### config.mk
export PLATFORM = sky130hd
export DESIGN_NAME = fws_poller
export DESIGN_NICKNAME = d
export VERILOG_FILES = /design/src/logic/fws_poller.v
export VERILOG_INCLUDE_DIRS = /design/src /design/src/logic
export SDC_FILE = /design/constraint.sdc
export NUM_CORES = 1
export LEC_CHECK = 0
export ABC_AREA = 0
export BUFFER_PORTS_ARGS = -buffer_cell sky130_fd_sc_hd__clkbuf_2
export CAP_MARGIN = 20
export CORE_UTILIZATION = 34
export DETAILED_ROUTE_END_ITERATION = 8
export PLACE_DENSITY_LB_ADDON = 0.12
export SLEW_MARGIN = 0
export SYNTH_ARGS = -nofsm -noshare
export SYNTH_HDL_FRONTEND = slang
export SYNTH_SLANG_ARGS = --single-unit
### constraint.sdc
create_clock -name clk_sys_in -period 1.9 [get_ports clk_sys_in]
set_clock_uncertainty 0.05 [all_clocks]
set_input_delay 0.285 -clock clk_sys_in [delete_from_list [all_inputs] [get_ports clk_sys_in]]
set_output_delay 0.285 -clock clk_sys_in [all_outputs]
set_load 0.02 [all_outputs]
### src/logic/fws_regs.vh
// Register offsets, fields and timing counts of the flash status poller
`ifndef FWS_REGS_VH
`define FWS_REGS_VH
// APB register byte offsets
`define FWS_CTRL_OFF 12'h000
`define FWS_ADDR_OFF 12'h004
`define FWS_DATA_OFF 12'h008
`define FWS_STAT_OFF 12'h00c
`define FWS_RDAT_OFF 12'h010
// Control register fields
`define FWS_CTRL_START 0
`define FWS_CTRL_CMD_LO 1
`define FWS_CTRL_CMD_HI 3
`define FWS_CTRL_RESUME 4
// Commands
`define FWS_CMD_READ 3'h0
`define FWS_CMD_WRITE 3'h1
`define FWS_CMD_POLL 3'h2
`define FWS_CMD_RESET 3'h3
`define FWS_CMD_SECT 3'h4
// Status register fields
`define FWS_ST_BUSY 0
`define FWS_ST_DONE 1
`define FWS_ST_PASS 2
`define FWS_ST_FAIL 3
`define FWS_ST_TIMER 4
`define FWS_ST_REFUSED 5
`define FWS_ST_PENDING 6
`define FWS_ST_RYBY 7
// Status bit positions on the flash data bus
`define FWS_DQ_POLL 7
`define FWS_DQ_TOG1 6
`define FWS_DQ_LIMIT 5
`define FWS_DQ_TIMER 3
`define FWS_DQ_TOG2 2
// Flash reset command byte
`define FWS_RESET_BYTE 8'hf0
// Bus cycle length: 70 ns access rounded up at 50 ns per cycle
`define FWS_T_ACC_NS 70
`define FWS_CLK_NS 50
`define FWS_ACC_CYC ((`FWS_T_ACC_NS + `FWS_CLK_NS - 1) / `FWS_CLK_NS)
// Sector erase command spacing limit, 50 us, rounded down
`define FWS_T_SECT_NS 50000
`define FWS_SECT_CYC (`FWS_T_SECT_NS / `FWS_CLK_NS)
`endif

### src/logic/fws_poller.v
// Host-side flash write-status poller, software-driven over APB
// Operation
// - Read status twice, compare toggle bit
// - Toggle stable means done; array readable next
// - Toggling with limit flag: recheck toggle once
// - Failure: write reset command to flash
// - Toggling, flag low: repoll or restart later
// - Skip timer check only if under 50us
// - Confirm acceptance, check timer before and after
// - Status valid only at valid address
`timescale 1ns/1ps
`include "fws_regs.vh"
module fws_poller (
  // Clock and reset
  input wire clk_sys_in,
  input wire resetn_in,
  // APB slave
  input wire psel_in,
  input wire penable_in,
  input wire pwrite_in,
  input wire [11:0] paddr_in,
  input wire [31:0] pwdata_in,
  output reg [31:0] prdata_out,
  output reg pready_out,
  output reg pslverr_out,
  // Flash pins
  output reg [18:0] flash_addr_out,
  input wire [7:0] flash_dq_in,
  output reg [7:0] flash_dq_out,
  output reg flash_dq_oe_out,
  output reg flash_cen_out,
  output reg flash_oen_out,
  output reg flash_wen_out,
  input wire ready_busy_in
);
  // Sequencer states
  localparam ST_IDLE = 3'd0;
  localparam ST_RD = 3'd1;
  localparam ST_WR = 3'd2;
  localparam ST_EVAL = 3'd3;
  localparam ST_DONE = 3'd4;
  // Poll phases; PH_TIMER is the sector command's pre-check
  localparam PH_FIRST = 2'd0;
  localparam PH_SECOND = 2'd1;
  localparam PH_RECHK = 2'd2;
  localparam PH_TIMER = 2'd3;

  // Sequencer state and latched command
  reg [2:0] state;
  reg [1:0] phase;
  reg [2:0] cmd;
  // Software-written address and data byte
  reg [18:0] addr_reg;
  reg [7:0] data_reg;
  // Last byte read and the first read of a toggle pair
  reg [7:0] rdat;
  reg [7:0] first_rd;
  // Flash cycle length counter
  reg [2:0] cyc;
  // Status flags as seen in the status register, and the internal sector timer_before flag
  reg busy, done, pass, fail, timer, refused, pending, timer_before;
  // Cycles since the last added sector command, and its spacing verdict
  reg [15:0] sect_gap;
  reg gap_long;
  // Registered ready/busy pin
  reg ryby_s;
  // APB decode
  wire apb_acc;
  wire apb_wr;
  wire [31:0] stat_word;

  // Toggle bit differs between two status reads
  function toggled;
    input [7:0] a;
    input [7:0] b;
    begin
      toggled = a[`FWS_DQ_TOG1] ^ b[`FWS_DQ_TOG1];
    end
  endfunction

  // Reads are captured at the access edge, writes land as pready is seen
  assign apb_acc = psel_in & penable_in & ~pready_out;
  assign apb_wr = psel_in & penable_in & pready_out & pwrite_in;
  // Status word, bit 7 being the registered ready/busy pin
  assign stat_word = {24'h0, ryby_s, pending, refused, timer, fail, pass, done, busy};

  ////////////////////////////////////////////////////////////////////////////
  // APB response: one wait cycle, answer on the second access edge
  always @(posedge clk_sys_in or negedge resetn_in) begin
    if (!resetn_in) begin
      pready_out <= 1'b0;
      pslverr_out <= 1'b0;
      prdata_out <= 32'h0;
    end else begin
      pready_out <= apb_acc;
      pslverr_out <= 1'b0;
      if (apb_acc) begin
        case (paddr_in)
          `FWS_CTRL_OFF: prdata_out <= {27'h0, 1'b0, cmd, 1'b0};
          `FWS_ADDR_OFF: prdata_out <= {13'h0, addr_reg};
          `FWS_DATA_OFF: prdata_out <= {24'h0, data_reg};
          `FWS_STAT_OFF: prdata_out <= stat_word;
          `FWS_RDAT_OFF: prdata_out <= {24'h0, rdat};
          default: begin
            prdata_out <= 32'h0;
            pslverr_out <= 1'b1; // Unmapped address
          end
        endcase
      end
    end
  end

  ////////////////////////////////////////////////////////////////////////////
  // Flash sequencer
  always @(posedge clk_sys_in or negedge resetn_in) begin
    if (!resetn_in) begin
      state <= ST_IDLE;
      phase <= PH_FIRST;
      cmd <= `FWS_CMD_READ;
      addr_reg <= 19'h0;
      data_reg <= 8'h0;
      rdat <= 8'h0;
      first_rd <= 8'h0;
      cyc <= 3'h0;
      busy <= 1'b0;
      done <= 1'b0;
      pass <= 1'b0;
      fail <= 1'b0;
      timer <= 1'b0;
      refused <= 1'b0;
      pending <= 1'b0;
      timer_before <= 1'b0;
      sect_gap <= 16'hffff;
      gap_long <= 1'b0;
      ryby_s <= 1'b1;
      flash_addr_out <= 19'h0;
      flash_dq_out <= 8'h0;
      flash_dq_oe_out <= 1'b0;
      flash_cen_out <= 1'b1;
      flash_oen_out <= 1'b1;
      flash_wen_out <= 1'b1;
    end else begin
      ryby_s <= ready_busy_in;
      // Time since last sector command, saturating
      if (sect_gap != 16'hffff)
        sect_gap <= sect_gap + 16'h1;
      if (apb_wr && paddr_in == `FWS_ADDR_OFF)
        addr_reg <= pwdata_in[18:0]; // Poll address must be a valid one
      if (apb_wr && paddr_in == `FWS_DATA_OFF)
        data_reg <= pwdata_in[7:0];
      // Refused cleared by writing 1; a set later in this block wins
      if (apb_wr && paddr_in == `FWS_STAT_OFF && pwdata_in[`FWS_ST_REFUSED])
        refused <= 1'b0;
      case (state)
        // Wait for a start written to the control register
        ST_IDLE: begin
          if (apb_wr && paddr_in == `FWS_CTRL_OFF && pwdata_in[`FWS_CTRL_START]) begin
            cmd <= pwdata_in[`FWS_CTRL_CMD_HI:`FWS_CTRL_CMD_LO];
            busy <= 1'b1;
            done <= 1'b0;
            cyc <= 3'h0;
            flash_addr_out <= addr_reg;
            flash_cen_out <= 1'b0;
            // A returning poll always restarts at the double read
            phase <= PH_FIRST;
            if (pwdata_in[`FWS_CTRL_CMD_HI:`FWS_CTRL_CMD_LO] == `FWS_CMD_READ ||
                pwdata_in[`FWS_CTRL_CMD_HI:`FWS_CTRL_CMD_LO] == `FWS_CMD_POLL) begin
              state <= ST_RD;
              flash_oen_out <= 1'b0;
              pass <= 1'b0;
              fail <= 1'b0;
              pending <= 1'b0;
            end else if (pwdata_in[`FWS_CTRL_CMD_HI:`FWS_CTRL_CMD_LO] == `FWS_CMD_SECT) begin
              // Sector command: sample timer bit first
              state <= ST_RD;
              phase <= PH_TIMER;
              flash_oen_out <= 1'b0;
            end else begin
              state <= ST_WR;
              flash_wen_out <= 1'b0;
              flash_dq_oe_out <= 1'b1;
              flash_dq_out <= (pwdata_in[`FWS_CTRL_CMD_HI:`FWS_CTRL_CMD_LO] ==
                `FWS_CMD_RESET) ? `FWS_RESET_BYTE : data_reg;
            end
          end
        end
        // Fixed-length read; a slower part needs a larger count
        ST_RD: begin
          cyc <= cyc + 3'h1;
          if (cyc == `FWS_ACC_CYC) begin
            flash_oen_out <= 1'b1;
            flash_cen_out <= 1'b1;
            rdat <= flash_dq_in;
            cyc <= 3'h0;
            state <= ST_EVAL;
          end
        end
        // Hold a write cycle; the part latches data as the strobe rises
        ST_WR: begin
          cyc <= cyc + 3'h1;
          if (cyc == `FWS_ACC_CYC) begin
            flash_wen_out <= 1'b1;
            flash_cen_out <= 1'b1;
            flash_dq_oe_out <= 1'b0;
            cyc <= 3'h0;
            state <= ST_DONE;
          end
        end
        // Judge the byte just read
        ST_EVAL: begin
          state <= ST_DONE;
          if (cmd == `FWS_CMD_POLL) begin
            case (phase)
              PH_FIRST: begin
                first_rd <= rdat; // Keep first read
                phase <= PH_SECOND;
                state <= ST_RD;
                flash_cen_out <= 1'b0;
                flash_oen_out <= 1'b0;
              end
              PH_SECOND: begin
                timer <= rdat[`FWS_DQ_TIMER];
                if (!toggled(first_rd, rdat)) begin
                  pass <= 1'b1; // Stable toggle: finished
                end else if (rdat[`FWS_DQ_LIMIT]) begin
                  first_rd <= rdat; // Limit flag high: look once more
                  phase <= PH_RECHK;
                  state <= ST_RD;
                  flash_cen_out <= 1'b0;
                  flash_oen_out <= 1'b0;
                end else begin
                  pending <= 1'b1; // Still running, software repolls
                end
              end
              PH_RECHK: begin
                if (toggled(first_rd, rdat))
                  fail <= 1'b1; // Needs reset command
                else
                  pass <= 1'b1;
              end
              default: begin
                pass <= 1'b0;
              end
            endcase
          end else if (cmd == `FWS_CMD_SECT) begin
            timer <= rdat[`FWS_DQ_TIMER];
            if (phase == PH_TIMER) begin
              timer_before <= rdat[`FWS_DQ_TIMER];
              if (rdat[`FWS_DQ_TIMER])
                refused <= 1'b1; // Erase begun, command would be ignored
              else begin
                // Timer open: issue added sector command
                phase <= PH_SECOND;
                state <= ST_WR;
                flash_cen_out <= 1'b0;
                flash_wen_out <= 1'b0;
                flash_dq_oe_out <= 1'b1;
                flash_dq_out <= data_reg;
                gap_long <= (sect_gap > `FWS_SECT_CYC); // Spacing from the previous one
                sect_gap <= 16'h0;
              end
            end else begin
              // Second check high: command may be lost
              if (rdat[`FWS_DQ_TIMER] && gap_long)
                refused <= 1'b1; // Under 50 us spacing is safe
            end
          end
        end
        // Either the sector recheck or the end of the command
        ST_DONE: begin
          if (cmd == `FWS_CMD_SECT && phase == PH_SECOND && !timer_before) begin
            // Post-command timer read
            timer_before <= 1'b1;
            state <= ST_RD;
            phase <= PH_RECHK;
            flash_cen_out <= 1'b0;
            flash_oen_out <= 1'b0;
          end else begin
            busy <= 1'b0;
            done <= 1'b1;
            timer_before <= 1'b0;
            if (cmd == `FWS_CMD_RESET) begin
              fail <= 1'b0;
              pending <= 1'b0;
            end
            state <= ST_IDLE;
          end
        end
        default: state <= ST_IDLE;
      endcase
    end
  end
endmodule // fws_poller

---- After elaboration in Yosys (flattened, before gate mapping) ----
Cells that the tools add are included.
storage, ports and cells
  register bits ........................... 144
  bits in latches ......................... 0
  bits in writable memories ............... 0
  memory bits (read-only) ................. 0
  input port bits ......................... 58
  output and inout bits ................... 65
  word-level logic and storage cells ...... 254
  memories kept ........................... 0
cells by class
  add/subtract/negate cells ............... 2
  multiply operators ...................... 0
  div/mod/pow operators ................... 0
  $lt $le $gt $ge ......................... 1
  equality and inequality tests ........... 53
  shifts and indexed selects .............. 0
  muxes and demuxes ....................... 117
  bitwise logic cells ..................... 8
  reduce and logical (&&, ||, !) cells .... 45
operator list
  cell                   number
  $mux 16                6
  $pmux 19 s5            1
  $mux 8                 8
  $mux 1                 58
  $ne 2x2->1 const B     20
  $reduce_and 9->1       4
  $mux 3                 11
  $eq 12x4->1 const B    2
  $mux 2                 12
  $eq 3x2->1 const B     7
  $ne 3x3->1 const B     7
  $add 16x1->16 const B  1
  $gt 16x10->1 const B   1
  $ne 16x16->1 const B   1
  $pmux 8 s2             1
  $reduce_and 8->1       2
  $pmux 3 s5             1
  $mux 7                 2
  $pmux 7 s2             1
  $eq 12x3->1 const B    1
  $eq 12x5->1 const B    1
  $logic_not 12->1       1
  $pmux 1 s2             6
  $pmux 1 s3             4
  32 further kinds       67

---- Logic depth before layout (Yosys ltp) ----
Gate-level depths: netlist (run 1).
  depth after elaboration ................. 11
  mapped depth ............................ 8
  gate-level depth less buffers ........... 7

---- Worst setup path before layout (run 1) ----
OpenSTA, ideal clock, no wires.
  path kind ............................... reg2reg
  from .................................... register pready_out
  to ...................................... register phase[0]
  library setup time ...................... 0.125 ns
  data arrival time ....................... 1.874 ns
  required time ........................... 1.725 ns
  path slack .............................. -0.149 ns
  cell stages (with the launch flop) ...... 6
  path buffers ............................ 0
  path through ............................ dfrtp_1 > and4_1 > nand4_4 > or4_4 > a31oi_4 > mux2_4
on the way
  longest elaborated chain between the ends .. 6
ends and longest elaborated chain
  item                                RTL line          text
  from (decl)                         fws_poller.v:24   output reg pready_out,
  from (signal assigned)              fws_poller.v:95   pready_out <= apb_acc;
  $and 1x1->1 (2 in a row)            fws_poller.v:83   assign apb_wr = psel_in & penable_in & pready_out & pwrite_in;
  $logic_and 1x1->1 (no source line)  --
  $logic_and 1x1->1                   fws_poller.v:157  if (apb_wr && paddr_in == `FWS_CTRL_OFF && pwdata_in[`FWS_CTRL_START]) begin
  $ne 2x2->1 (no source line)         --
  $reduce_and 9->1 (no source line)   --
  to (signal assigned)                fws_poller.v:165  phase <= PH_FIRST;
  to (signal assigned)                fws_poller.v:176  phase <= PH_TIMER;
  to (signal assigned)                fws_poller.v:216  phase <= PH_SECOND;
  to (decl)                           fws_poller.v:50   reg [1:0] phase;
Every way passes these cells.
A chain may end at the register's enable or synchronous reset.

---- Worst setup path in the final report (run 1) ----
Same ends and word-level chain as after synthesis.

==> results of run 1 <==
==> final cells by class <==
class | count | area (sq um) | share of cell area (%)
Inverter | 15 | 56.3 | 0.703
Clock inverter | 14 | 133 | 1.65
Tap cell | 225 | 282 | 3.51
Clock buffer | 18 | 439 | 5.48
Multi-Input combinational cell | 424 | 2780 | 34.7
Timing Repair Buffer | 172 | 1170 | 14.6
Sequential cell | 125 | 3160 | 39.4
==> final timing paths <==
check	end	from	cells past startpoint	slack [ps]
max	phase[0]	pready_out	5	-50
min	rdat[5]	flash_dq_in[5]	2	60
max reg2reg	phase[0]	pready_out	5	-50
min reg2reg	flash_wen_out	flash_wen_out	2	410
max in group asynchronous	sect_gap[6]	resetn_in	3	790
min in group asynchronous	flash_addr_out[4]	resetn_in	2	350
==> cell usage after synthesis (all sizes together), types with 8 or more instances <==
master  count
dfrtp     105
a22o       17
nor2       46
a21oi      29
a31oi      12
nand2      90
mux2       41
o21ai      26
buf        20
nand3      21
dfstp      20
clkbuf     16
nor2b       8
xnor2      11
mux2i       9
inv        14
nor3       12
==> power groups by stage <==
stage	Clock [W]	Combinational, W	Sequential (W)
6_report	0.00313	0.000294	0.00270
4_1_cts	0.00320	0.000299	0.00270
3_3_place_gp	0	0.000291	0.00274
5_1_grt	0.00334	0.000328	0.00270
2_1_floorplan	0	0.000128	0.00275
3_5_place_dp	0	0.000294	0.00274
==> cell usage in the layout (no fill, tap or decap), types with 6 or more instances in the layout <==
| master | count |
|---|---|
| nor2_1 | 42 |
| nor3_1 | 10 |
| and3_1 | 6 |
| a31oi_1 | 10 |
| dfrtp_1 | 103 |
| conb_1 | 13 |
| dfstp_2 | 20 |
| o21ai_0 | 24 |
| buf_4 | 64 |
| clkbuf_2 | 95 |
| xnor2_1 | 11 |
| clkbuf_16 | 17 |
| nand3_1 | 21 |
| a22oi_1 | 6 |
| mux2_2 | 40 |
| nand2_1 | 89 |
| a22o_1 | 17 |
| nand4_1 | 6 |
| nor2b_1 | 7 |
| mux2i_1 | 9 |
| a21oi_1 | 29 |
| inv_6 | 6 |
| inv_1 | 13 |
| o22ai_1 | 6 |
| buf_12 | 8 |
==> logic make-up after synthesis <==
family / share of synthesized area (%)
and+or+nand+nor: 19.0
DFF: 51.8
AOI/OAI and AO/OA: 12.6
buffers and inverters: 4.24
muxes: 9.13
xor gates and xnor gates: 1.87
adders and majority gates: 1.23
other: 0.0616
==> per-layer routing <==
layer  share of wire [%]  vias to the layer above
li1                    -                     2407
met1                  49                     2396
met2                  46                      120
met3                 4.7                       13
met4                 1.0                        0
met5                   0                        -
==> critical path, delay by kind of cell, from the launching register on <==
kind | cells | cell delay [ps]
flip-flops | 1 | 360
AND/OR/NAND/NOR | 3 | 930
AO/OA/AOI/OAI | 1 | 180
multiplexers | 1 | 310
==> metrics by stage <==
stage	worst slack (ps)	setup TNS (ps)
after floorplan	-64.9	-64.9
after global placement	-201	-6350
after detailed placement	-233	-7320
after CTS	-66.7	-123
after global routing	-116	-686
final	-46.3	-74.6
==> repair_timing <==
| item | CTS | global route |
|---|---|---|
| resized for setup | 6 | 12 |
| setup endpoints to repair | 28 | 37 |
| hold buffers | 2 | 0 |
| endpoints found under the hold margin | 34 | 0 |
| pin swaps | 3 | 0 |
==> impl_results.md, run 1 <==
* # DRC at 0
* Worst Hold Class: in2reg
* Worst vdd rail ir drop at 0.000766 V
* CP Max Fanout at 3
* Switching fraction of total power at 24.1%
* Pin count of the biggest net entering global routing at 40
* GRT Total Usage at approximately a fifth
* Chip width at 136 um
* Global-route layer with the greatest usage: met2
* Critical Path Max Stage Delay at ~520 ps
* CTS Sinks at 125
* Clk root buf: clkbuf_16
* Clock tree buffer depth at 2
* Seq cells post-synth at 125
* Internal power at between 0.004 and 0.005 W
* Met2 Resource Use GR at 29.7%
* Slowest stage cell on the critical path: or4_4
* Max-slew violations at 0
* Met3 Use GR at 5.09%
* Synth top area cells: dfrtp_1, dfstp_2, mux2_2
* Worst setup EP type: register
* Post-synth EDFFs at 0
* Routability cong. at just under 0.9
* Cell area after layout at 8010 sq um
* Inst Count DP at 959
* Yosys top cell area share at 43.2%
* Vias in the first global route at 4924
* Leakage power at roughly 3.9 nW
* Clock network fraction of design power at about half
* Max-slew headroom at between 60% and 70%
* Drt first pass iters at 5
* Top FF cell, synth: dfrtp_1
* Met1 global-route usage at 25.8%
* CP cell instances: and4_4 -> nand4_4 -> or4_4 -> a31oi_4 -> mux2_4
* Crit Path Category: reg2reg
* Fin util at between 40 and 50%
* Placed cell area at roughly 7400 sq um
* Area of the mapped netlist at between 6000 and 7000 sq um
* Worst-Margin Slew at approximately 560 ps
* Postcts setup bufs at 0
* Syn Inst Count at 588
* Mean Syn Cell Area at 10.4 sq um
* Fillers at between 1.5k and 2k
* Minimum clock period after layout at 1950 ps
* Sequential area share after synthesis at between 50 and 60%
* Fraction of layout cells with a size suffix above 1 at between 30% and 40%
* Non-Filler Instances at between 900 and 1k
* Global route overflow at 0
* Layout area overhead at 31.7%
* Hold slack at 55.2 ps
* Nets at 819
* H-tree levels at 4
* Post-route ant nets at 0
* FFs w/ async S/R, synth at 100%
* Total Power at 0.00612 W
* IO Pins at 123
* Netlist cell types at 63
* Port Buf Inserts at 96
* Vias at a little under 5k
* Max-cap violation count at 0
* Worst-Skew Late Latency at 410 ps
* Drt wl/cell at 16.4 um
* Core area at between 15000 and 20000 sq um
* Failing checks: negative setup slack
* Yosys warning count at 0
* RSZ-0062 raised after global routing: yes
* Startpoint types: register
* Worst-path clk slew at 60 ps
* Initial antenna violation count at 0
* Initial core utilization at a little over a third
* Drt via density at 4.97
* DP HPWL at 12100 um
* Leading area contributor after synthesis: dfrtp_1
* DRT iter0 DRCs at 244
* Final setup fails at 2
* Die area at 18400 sq um
* Pwr Density at 764 nW/um^2
* Critical Path RT at 2140 ps
* Setup WS post-layout at -46.3 ps
* # diodes at 0
* TritonCTS Buffers at 17
* Fin. Hold Viols at 0
* Tcrit/Tclk final at 102%
* Die Height at between 100 and 150 um
* Seq pwr share at 44.0%
* Status: finished with violations
* CTS tree: yes
* CP arrival at around 2200 ps
* DRT Wirelength at 16300 um
* First-pass GRT wire length at around 27000 um
* Net Switching at around 0.0015 W
* Row cnt at 48
* Combinational power share at 4.8%
* Maximum clock rate at 514 MHz
No activity file was read; power rests on OpenSTA's default activity.
==> run 2: changes to the inputs <==
--- a/config.mk
+++ b/config.mk
@@ -9,7 +9,7 @@
 export ABC_AREA = 0
 export BUFFER_PORTS_ARGS = -buffer_cell sky130_fd_sc_hd__clkbuf_2
 export CAP_MARGIN = 20
-export CORE_UTILIZATION = 34
+export CORE_UTILIZATION = 50
 export DETAILED_ROUTE_END_ITERATION = 8
 export PLACE_DENSITY_LB_ADDON = 0.12
 export SLEW_MARGIN = 0
==> impl_results.md, run 2 (synthesis results as in run 1) <==
* Seq pwr share at 45.1% (was 44.0%)
* Critical Path RT at 2150 ps (was 2140 ps)
* Combinational power share at 4.6% (was 4.8%)
* Internal power at 0.00458 W (was 0.00465 W)
* Worst vdd rail ir drop at 0.000908 V (was 0.000766 V)
* Port Buf Inserts at 96 (unchanged)
* Global route overflow at 0 (unchanged)
* Worst flop-to-flop path endpoint: phase[0] (unchanged)
* Startpoint types: register (unchanged)
* Commonest non-fill, non-tap cell in the layout: dfrtp_1 (unchanged)
* Post-route ant nets at 0 (unchanged)
* CP startpoint: pready_out (unchanged)
* Max-slew headroom at 65.8% (was 62.6%)
* FF-to-FF setup slack at 20 ps (was -50 ps)
* Tcrit/Tclk final at 98.9% (was 102%)
* Reg2reg start: pready_out (unchanged)
* First-pass GRT wire length at 25500 um (was 26600 um)
* Leakage power at 3.81 nW (was 3.92 nW)
* CP Buf/Inv Count at 0 (unchanged)
* DRT Wirelength at 15600 um (was 16300 um)
* Slowest stage cell on the critical path: or4_4 (unchanged)
* Worst-Margin Slew at 514 ps (was 561 ps)
* Die area at 12600 sq um (was 18400 sq um)
* Clk root buf: clkbuf_16 (unchanged)
* Drt wl/cell at 17.4 um (was 16.4 um)
* TritonCTS Buffers at 17 (unchanged)
* CP Max Fanout at 3 (unchanged)
* Row cnt at 39 (was 48)
* Status: finished with violations (unchanged)
* Worst-path clk slew at 60 ps (about the same)
* H-tree levels at 4 (unchanged)
* Total Power at 0.00598 W (was 0.00612 W)
* Layout area overhead at 28.1% (was 31.7%)
* Worst-Skew Late Latency at 420 ps (was 410 ps)
* IO Pins at 123 (unchanged)
* Max-slew violations at 0 (unchanged)
* Final setup fails at 0 (was 2)
* Vias at 4997 (was 4936)
* Die Height at 112 um (was 136 um)
* Drt via density at 5.60 (was 4.97)
* Worst setup EP type: register (unchanged)
* Cell depth of the worst setup path at 5 (unchanged)
* RSZ-0062 raised after global routing: yes (unchanged)
* Critical Path Max Stage Delay at 520 ps (about the same)
* Routability cong. at 0.893 (was 0.865)
* Core area at 11700 sq um (was 17400 sq um)
* Switching fraction of total power at 23.4% (was 24.1%)
* Initial core utilization at 52.2% (was 34.9%)
* Chip width at 112 um (was 136 um)
* Worst Hold Class: in2reg (unchanged)
* # DRC at 3 (was 0)
* Clock tree buffer depth at 2 (unchanged)
* Nets at 801 (was 819)
* Maximum clock rate at 532 MHz (was 514 MHz)
* CP cell instances: and4_4 -> nand4_4 -> or4_4 -> a31oi_4 -> mux2_4 (unchanged)
* CP top delay family: simple AND/OR/NAND/NOR gates (unchanged)
* Pwr Density at 767 nW/um^2 (was 764 nW/um^2)
* GRT Total Usage at 26.2% (was 19.0%)
* Initial antenna violation count at 0 (unchanged)
* Worst Reg2Reg Path Length in Cells at 5 (unchanged)
* CTS tree: yes (unchanged)
* Drt first pass iters at 8 (was 5)
* Minimum clock period after layout at 1880 ps (was 1950 ps)
* DP HPWL at 11300 um (was 12100 um)
* Vias in the first global route at 5105 (was 4924)
* Most frequent cells in the layout: dfrtp_1, clkbuf_2, nand2_1 (unchanged)
* Fillers at 927 (was 1679)
* Fraction of layout cells with a size suffix above 1 at 38.3% (was 38.8%)
* Non-Filler Instances at 893 (was 993)
* CP arrival at 2130 ps (was 2190 ps)
* Inst Count DP at 858 (was 959)
* Max-cap violation count at 0 (unchanged)
* Pin count of the biggest net entering global routing at 46 (was 40)
* CTS Sinks at 125 (unchanged)
* Fin util at 66.8% (was 46.0%)
* Fin. Hold Viols at 0 (unchanged)
* Crit path to: phase[0] (unchanged)
* Hold path cells at 2 (unchanged)
* Net Switching at 0.00140 W (was 0.00148 W)
* Crit Path Category: reg2reg (unchanged)
* Clock network fraction of design power at 50.3% (was 51.2%)
* # diodes at 0 (unchanged)
* DRT iter0 DRCs at 320 (was 244)
* Failing checks: design-rule violations (was negative setup slack)
[run 2: stage by stage]
stage	setup WS, ps	area, sq um	hold slack, ps	TNS (ps)
final	20.6	7790	46.0	0
after global routing	-24.7	7790	37.1	-37.9
after CTS	5.41	7710	35.9	0
after detailed placement	-199	7100	201	-6030
after global placement	-156	7100	191	-3270
after floorplan	-64.9	6130	-60.6	-64.9
[run 2: routing by layer]
layer / routed length [um] / vias to the layer above / global-route usage, %
met4: 427 / 0 / 11.4
met1: 6590 / 2477 / 31.7
met3: 723 / 27 / 7.78
met2: 7820 / 124 / 43.6
met5: 0 / - / 0
li1: - / 2369 / -
[run 2: worst register-to-register path: stages (launching register included)]
cell and delay [ps]:
dfrtp_2 380, and4_4 250, nand4_4 110, or4_4 520
a31oi_4 160, mux2_4 310
[run 2: cell type report]
cell class                 instances  area (sq um)  share of cell area [%]
inverter                          15          56.3                   0.722
clock inverter                    13           116                    1.49
sequential                       125          3160                    40.5
clock buffer                      19           433                    5.55
tap                              143           179                    2.30
timing repair buffer             154          1010                    13.0
multi-input combinational        424          2840                    36.4
[run 2: what timing repair did]
action                                 CTS  global route
setup buffers                            0             1
gates resized for setup                  8            22
pin swaps                                1             5
gates cloned                             0             0
hold buffers                             2             0
setup endpoints to repair               12            39
endpoints found under the hold margin   17             0
[run 2: how the worst min path moves through the flow]
stage | from | end | slack (ps)
6_report | pwdata_in[16] | addr_reg[16] | 50
5_1_grt | pwdata_in[18] | addr_reg[18] | 40
4_1_cts | pwdata_in[16] | addr_reg[16] | 40
3_5_place_dp | resetn_in | cyc[2] | 200
3_3_place_gp | resetn_in | cyc[1] | 190
2_1_floorplan | resetn_in | addr_reg[0] | -60
[run 2: power groups by stage]
stage | Clock, W | Sequential [W] | Combinational [W]
after floorplan | 0 | 0.00275 | 0.000128
after global placement | 0 | 0.00274 | 0.000268
after detailed placement | 0 | 0.00274 | 0.000274
after CTS | 0.00306 | 0.00270 | 0.000279
after global routing | 0.00319 | 0.00270 | 0.000306
final | 0.00300 | 0.00270 | 0.000276
==> run 3: changes to the inputs <==
--- a/config.mk
+++ b/config.mk
@@ -12,6 +12,7 @@
 export CORE_UTILIZATION = 50
 export DETAILED_ROUTE_END_ITERATION = 8
 export PLACE_DENSITY_LB_ADDON = 0.12
+export RECOVER_POWER = 25
 export SLEW_MARGIN = 0
 export SYNTH_ARGS = -nofsm -noshare
 export SYNTH_HDL_FRONTEND = slang
==> impl_results.md, run 3 (synthesis results as in run 1) <==
* Post-route ant nets at 0 (unchanged)
* Worst-Margin Slew at 726 ps (was 514 ps)
* Worst vdd rail ir drop at 0.000908 V (about the same)
* Routability cong. at 0.893 (unchanged)
* Pin count of the biggest net entering global routing at 46 (unchanged)
* Vias in the first global route at 5105 (unchanged)
* FF/Latch Area at 3160 sq um (unchanged)
* Critical Path Max Stage Delay at 520 ps (about the same)
* Die area at 12600 sq um (unchanged)
* TritonCTS Buffers at 17 (unchanged)
* Pwr Density at 769 nW/um^2 (was 767 nW/um^2)
* Non-Filler Instances at 893 (unchanged)
* Failing checks: design-rule violations (unchanged)
* Drt first pass iters at 8 (unchanged)
* Worst-Skew Late Latency at 420 ps (about the same)
* First-pass GRT wire length at 25500 um (unchanged)
* CP Max Fanout at 3 (unchanged)
* Most frequent cells in the layout: dfrtp_1, clkbuf_2, nand2_1 (unchanged)
* Chip width at 112 um (unchanged)
* Max-slew violations at 0 (unchanged)
* RSZ-0062 raised after global routing: yes (unchanged)
* Nets at 801 (unchanged)
* Core area at 11700 sq um (unchanged)
* Setup_tns at 0 ps (unchanged)
* Global route overflow at 0 (unchanged)
* Initial antenna violation count at 0 (unchanged)
* # DRC at 3 (unchanged)
* CP arrival at 2130 ps (about the same)
* Worst-path clk slew at 60 ps (about the same)
* Startpoint types: register (unchanged)
* Slowest stage cell on the critical path: or4_4 (unchanged)
* Clk root buf: clkbuf_16 (unchanged)
* Initial core utilization at 52.2% (unchanged)
* Max-slew headroom at 51.6% (was 65.8%)
* Hold Path End: addr_reg[16] (unchanged)
* Commonest non-fill, non-tap cell in the layout: dfrtp_1 (unchanged)
* Total Power at 0.00597 W (was 0.00598 W)
* Worst Reg2Reg Path Length in Cells at 5 (unchanged)
* Reg2reg start: pready_out (unchanged)
* Worst setup EP type: register (unchanged)
* CP Buf/Inv Count at 0 (unchanged)
* DP HPWL at 11300 um (unchanged)
* Die Height at 112 um (unchanged)
* Leakage power at 3.80 nW (was 3.81 nW)
* Worst hold start: pwdata_in[16] (unchanged)
* Drt wl/cell at 17.5 um (was 17.4 um)
* Fillers at 932 (was 927)
* CTS tree: yes (unchanged)
* Final setup fails at 0 (unchanged)
* # diodes at 0 (unchanged)
* Fin. Hold Viols at 0 (unchanged)
* Row cnt at 39 (unchanged)
* Port Buf Inserts at 96 (unchanged)
* Drt via density at 5.63 (was 5.60)
* Setup slack after placement at -199 ps (unchanged)
* Max-cap violation count at 0 (unchanged)
* Clock tree buffer depth at 2 (unchanged)
* Crit Path Category: reg2reg (unchanged)
* CTS Sinks at 125 (unchanged)
* H-tree levels at 4 (unchanged)
* Cell depth of the worst setup path at 5 (unchanged)
* Inst Count DP at 858 (unchanged)
* Minimum clock period after layout at 1880 ps (about the same)
* Layout area overhead at 27.6% (was 28.1%)
* DRT iter0 DRCs at 303 (was 320)
* FF-to-FF setup slack at 20 ps (about the same)
* Vias at 5025 (was 4997)
* IO Pins at 123 (unchanged)
* CP cell instances: and4_4 -> nand4_4 -> or4_4 -> a31oi_4 -> mux2_4 (unchanged)
* Fraction of layout cells with a size suffix above 1 at 38.3% (unchanged)
* DRT Wirelength at 15600 um (about the same)
* CP top delay family: simple AND/OR/NAND/NOR gates (unchanged)
* Worst flop-to-flop path endpoint: phase[0] (unchanged)
* Maximum clock rate at 532 MHz (about the same)
* Placed cell area at 7100 sq um (unchanged)
* Critical Path RT at 2150 ps (about the same)
* Worst Hold Class: in2reg (unchanged)
* Tcrit/Tclk final at 98.9% (about the same)
* Cell area after layout at 7770 sq um (was 7790 sq um)
* Multi-input logic area at 2840 sq um (unchanged)
* Status: finished with violations (unchanged)
* Setup WS post-layout at 20.5 ps (was 20.6 ps)
* Hold path cells at 2 (unchanged)
* GRT Total Usage at 26.2% (unchanged)
==> run 3: cell count changes in the layout (fill, tap and decap cells not counted), sizes merged <==
cell	delta
clkbuf	+3
buf	-3
==> run 3: what timing repair did <==
action / 4_1_cts / 5_1_grt
endpoints found under the setup margin: 12 / 39
hold buffers: 2 / 0
buffers inserted: 0 / 1
hold endpoints to repair: 17 / 0
pin swaps: 1 / 5
resized for setup: 8 / 22
==> run 3: worst reg2reg max path: cells and delay by family, from the launching register on <==
kind            cells  cell delay, ps
compound gates      1             160
simple gates        3             880
mux                 1             310
flops               1             370
==> run 3: metrics by stage <==
step                hold WS, ps  util [%]
global route               37.1      66.6
finish                     45.2      66.6
global placement            191      60.9
CTS                        35.9      66.1
floorplan                 -60.6         -
detailed placement          201      60.9
==> run 3: where the power goes <==
part	leakage (nW)	total, W	switching (W)	internal (W)
combinational	1.92	0.000269	0.000179	0.0000901
sequential	1.62	0.00270	0.0000139	0.00268
clock	0.264	0.00300	0.00120	0.00180
==> run 3: area by class of cell <==
class                      count  area share (%)
multi-input combinational    424            36.5
timing repair buffer         154            12.7
clock buffer                  19            5.57
tap                          143            2.30
sequential                   125            40.7
inverter                      15           0.725
clock inverter                13            1.50
==> run 3: worst max-delay path by stage <==
stage	start	to	slack [ps]
after floorplan	pready_out	phase[0]	-60
after global placement	paddr_in[1]	phase[0]	-160
after detailed placement	paddr_in[1]	flash_dq_out[2]	-200
after CTS	pready_out	done	5
after global routing	phase[0]	phase[1]	-20
final	pready_out	phase[0]	20
==> run 3: routing by layer <==
metal | track usage, % | up-vias | part of all wire (%)
met5 | 0 | - | 0
met1 | 31.7 | 2491 | 42
met4 | 11.4 | 0 | 2.8
met2 | 43.6 | 141 | 50
li1 | - | 2365 | -
met3 | 7.78 | 28 | 5.1
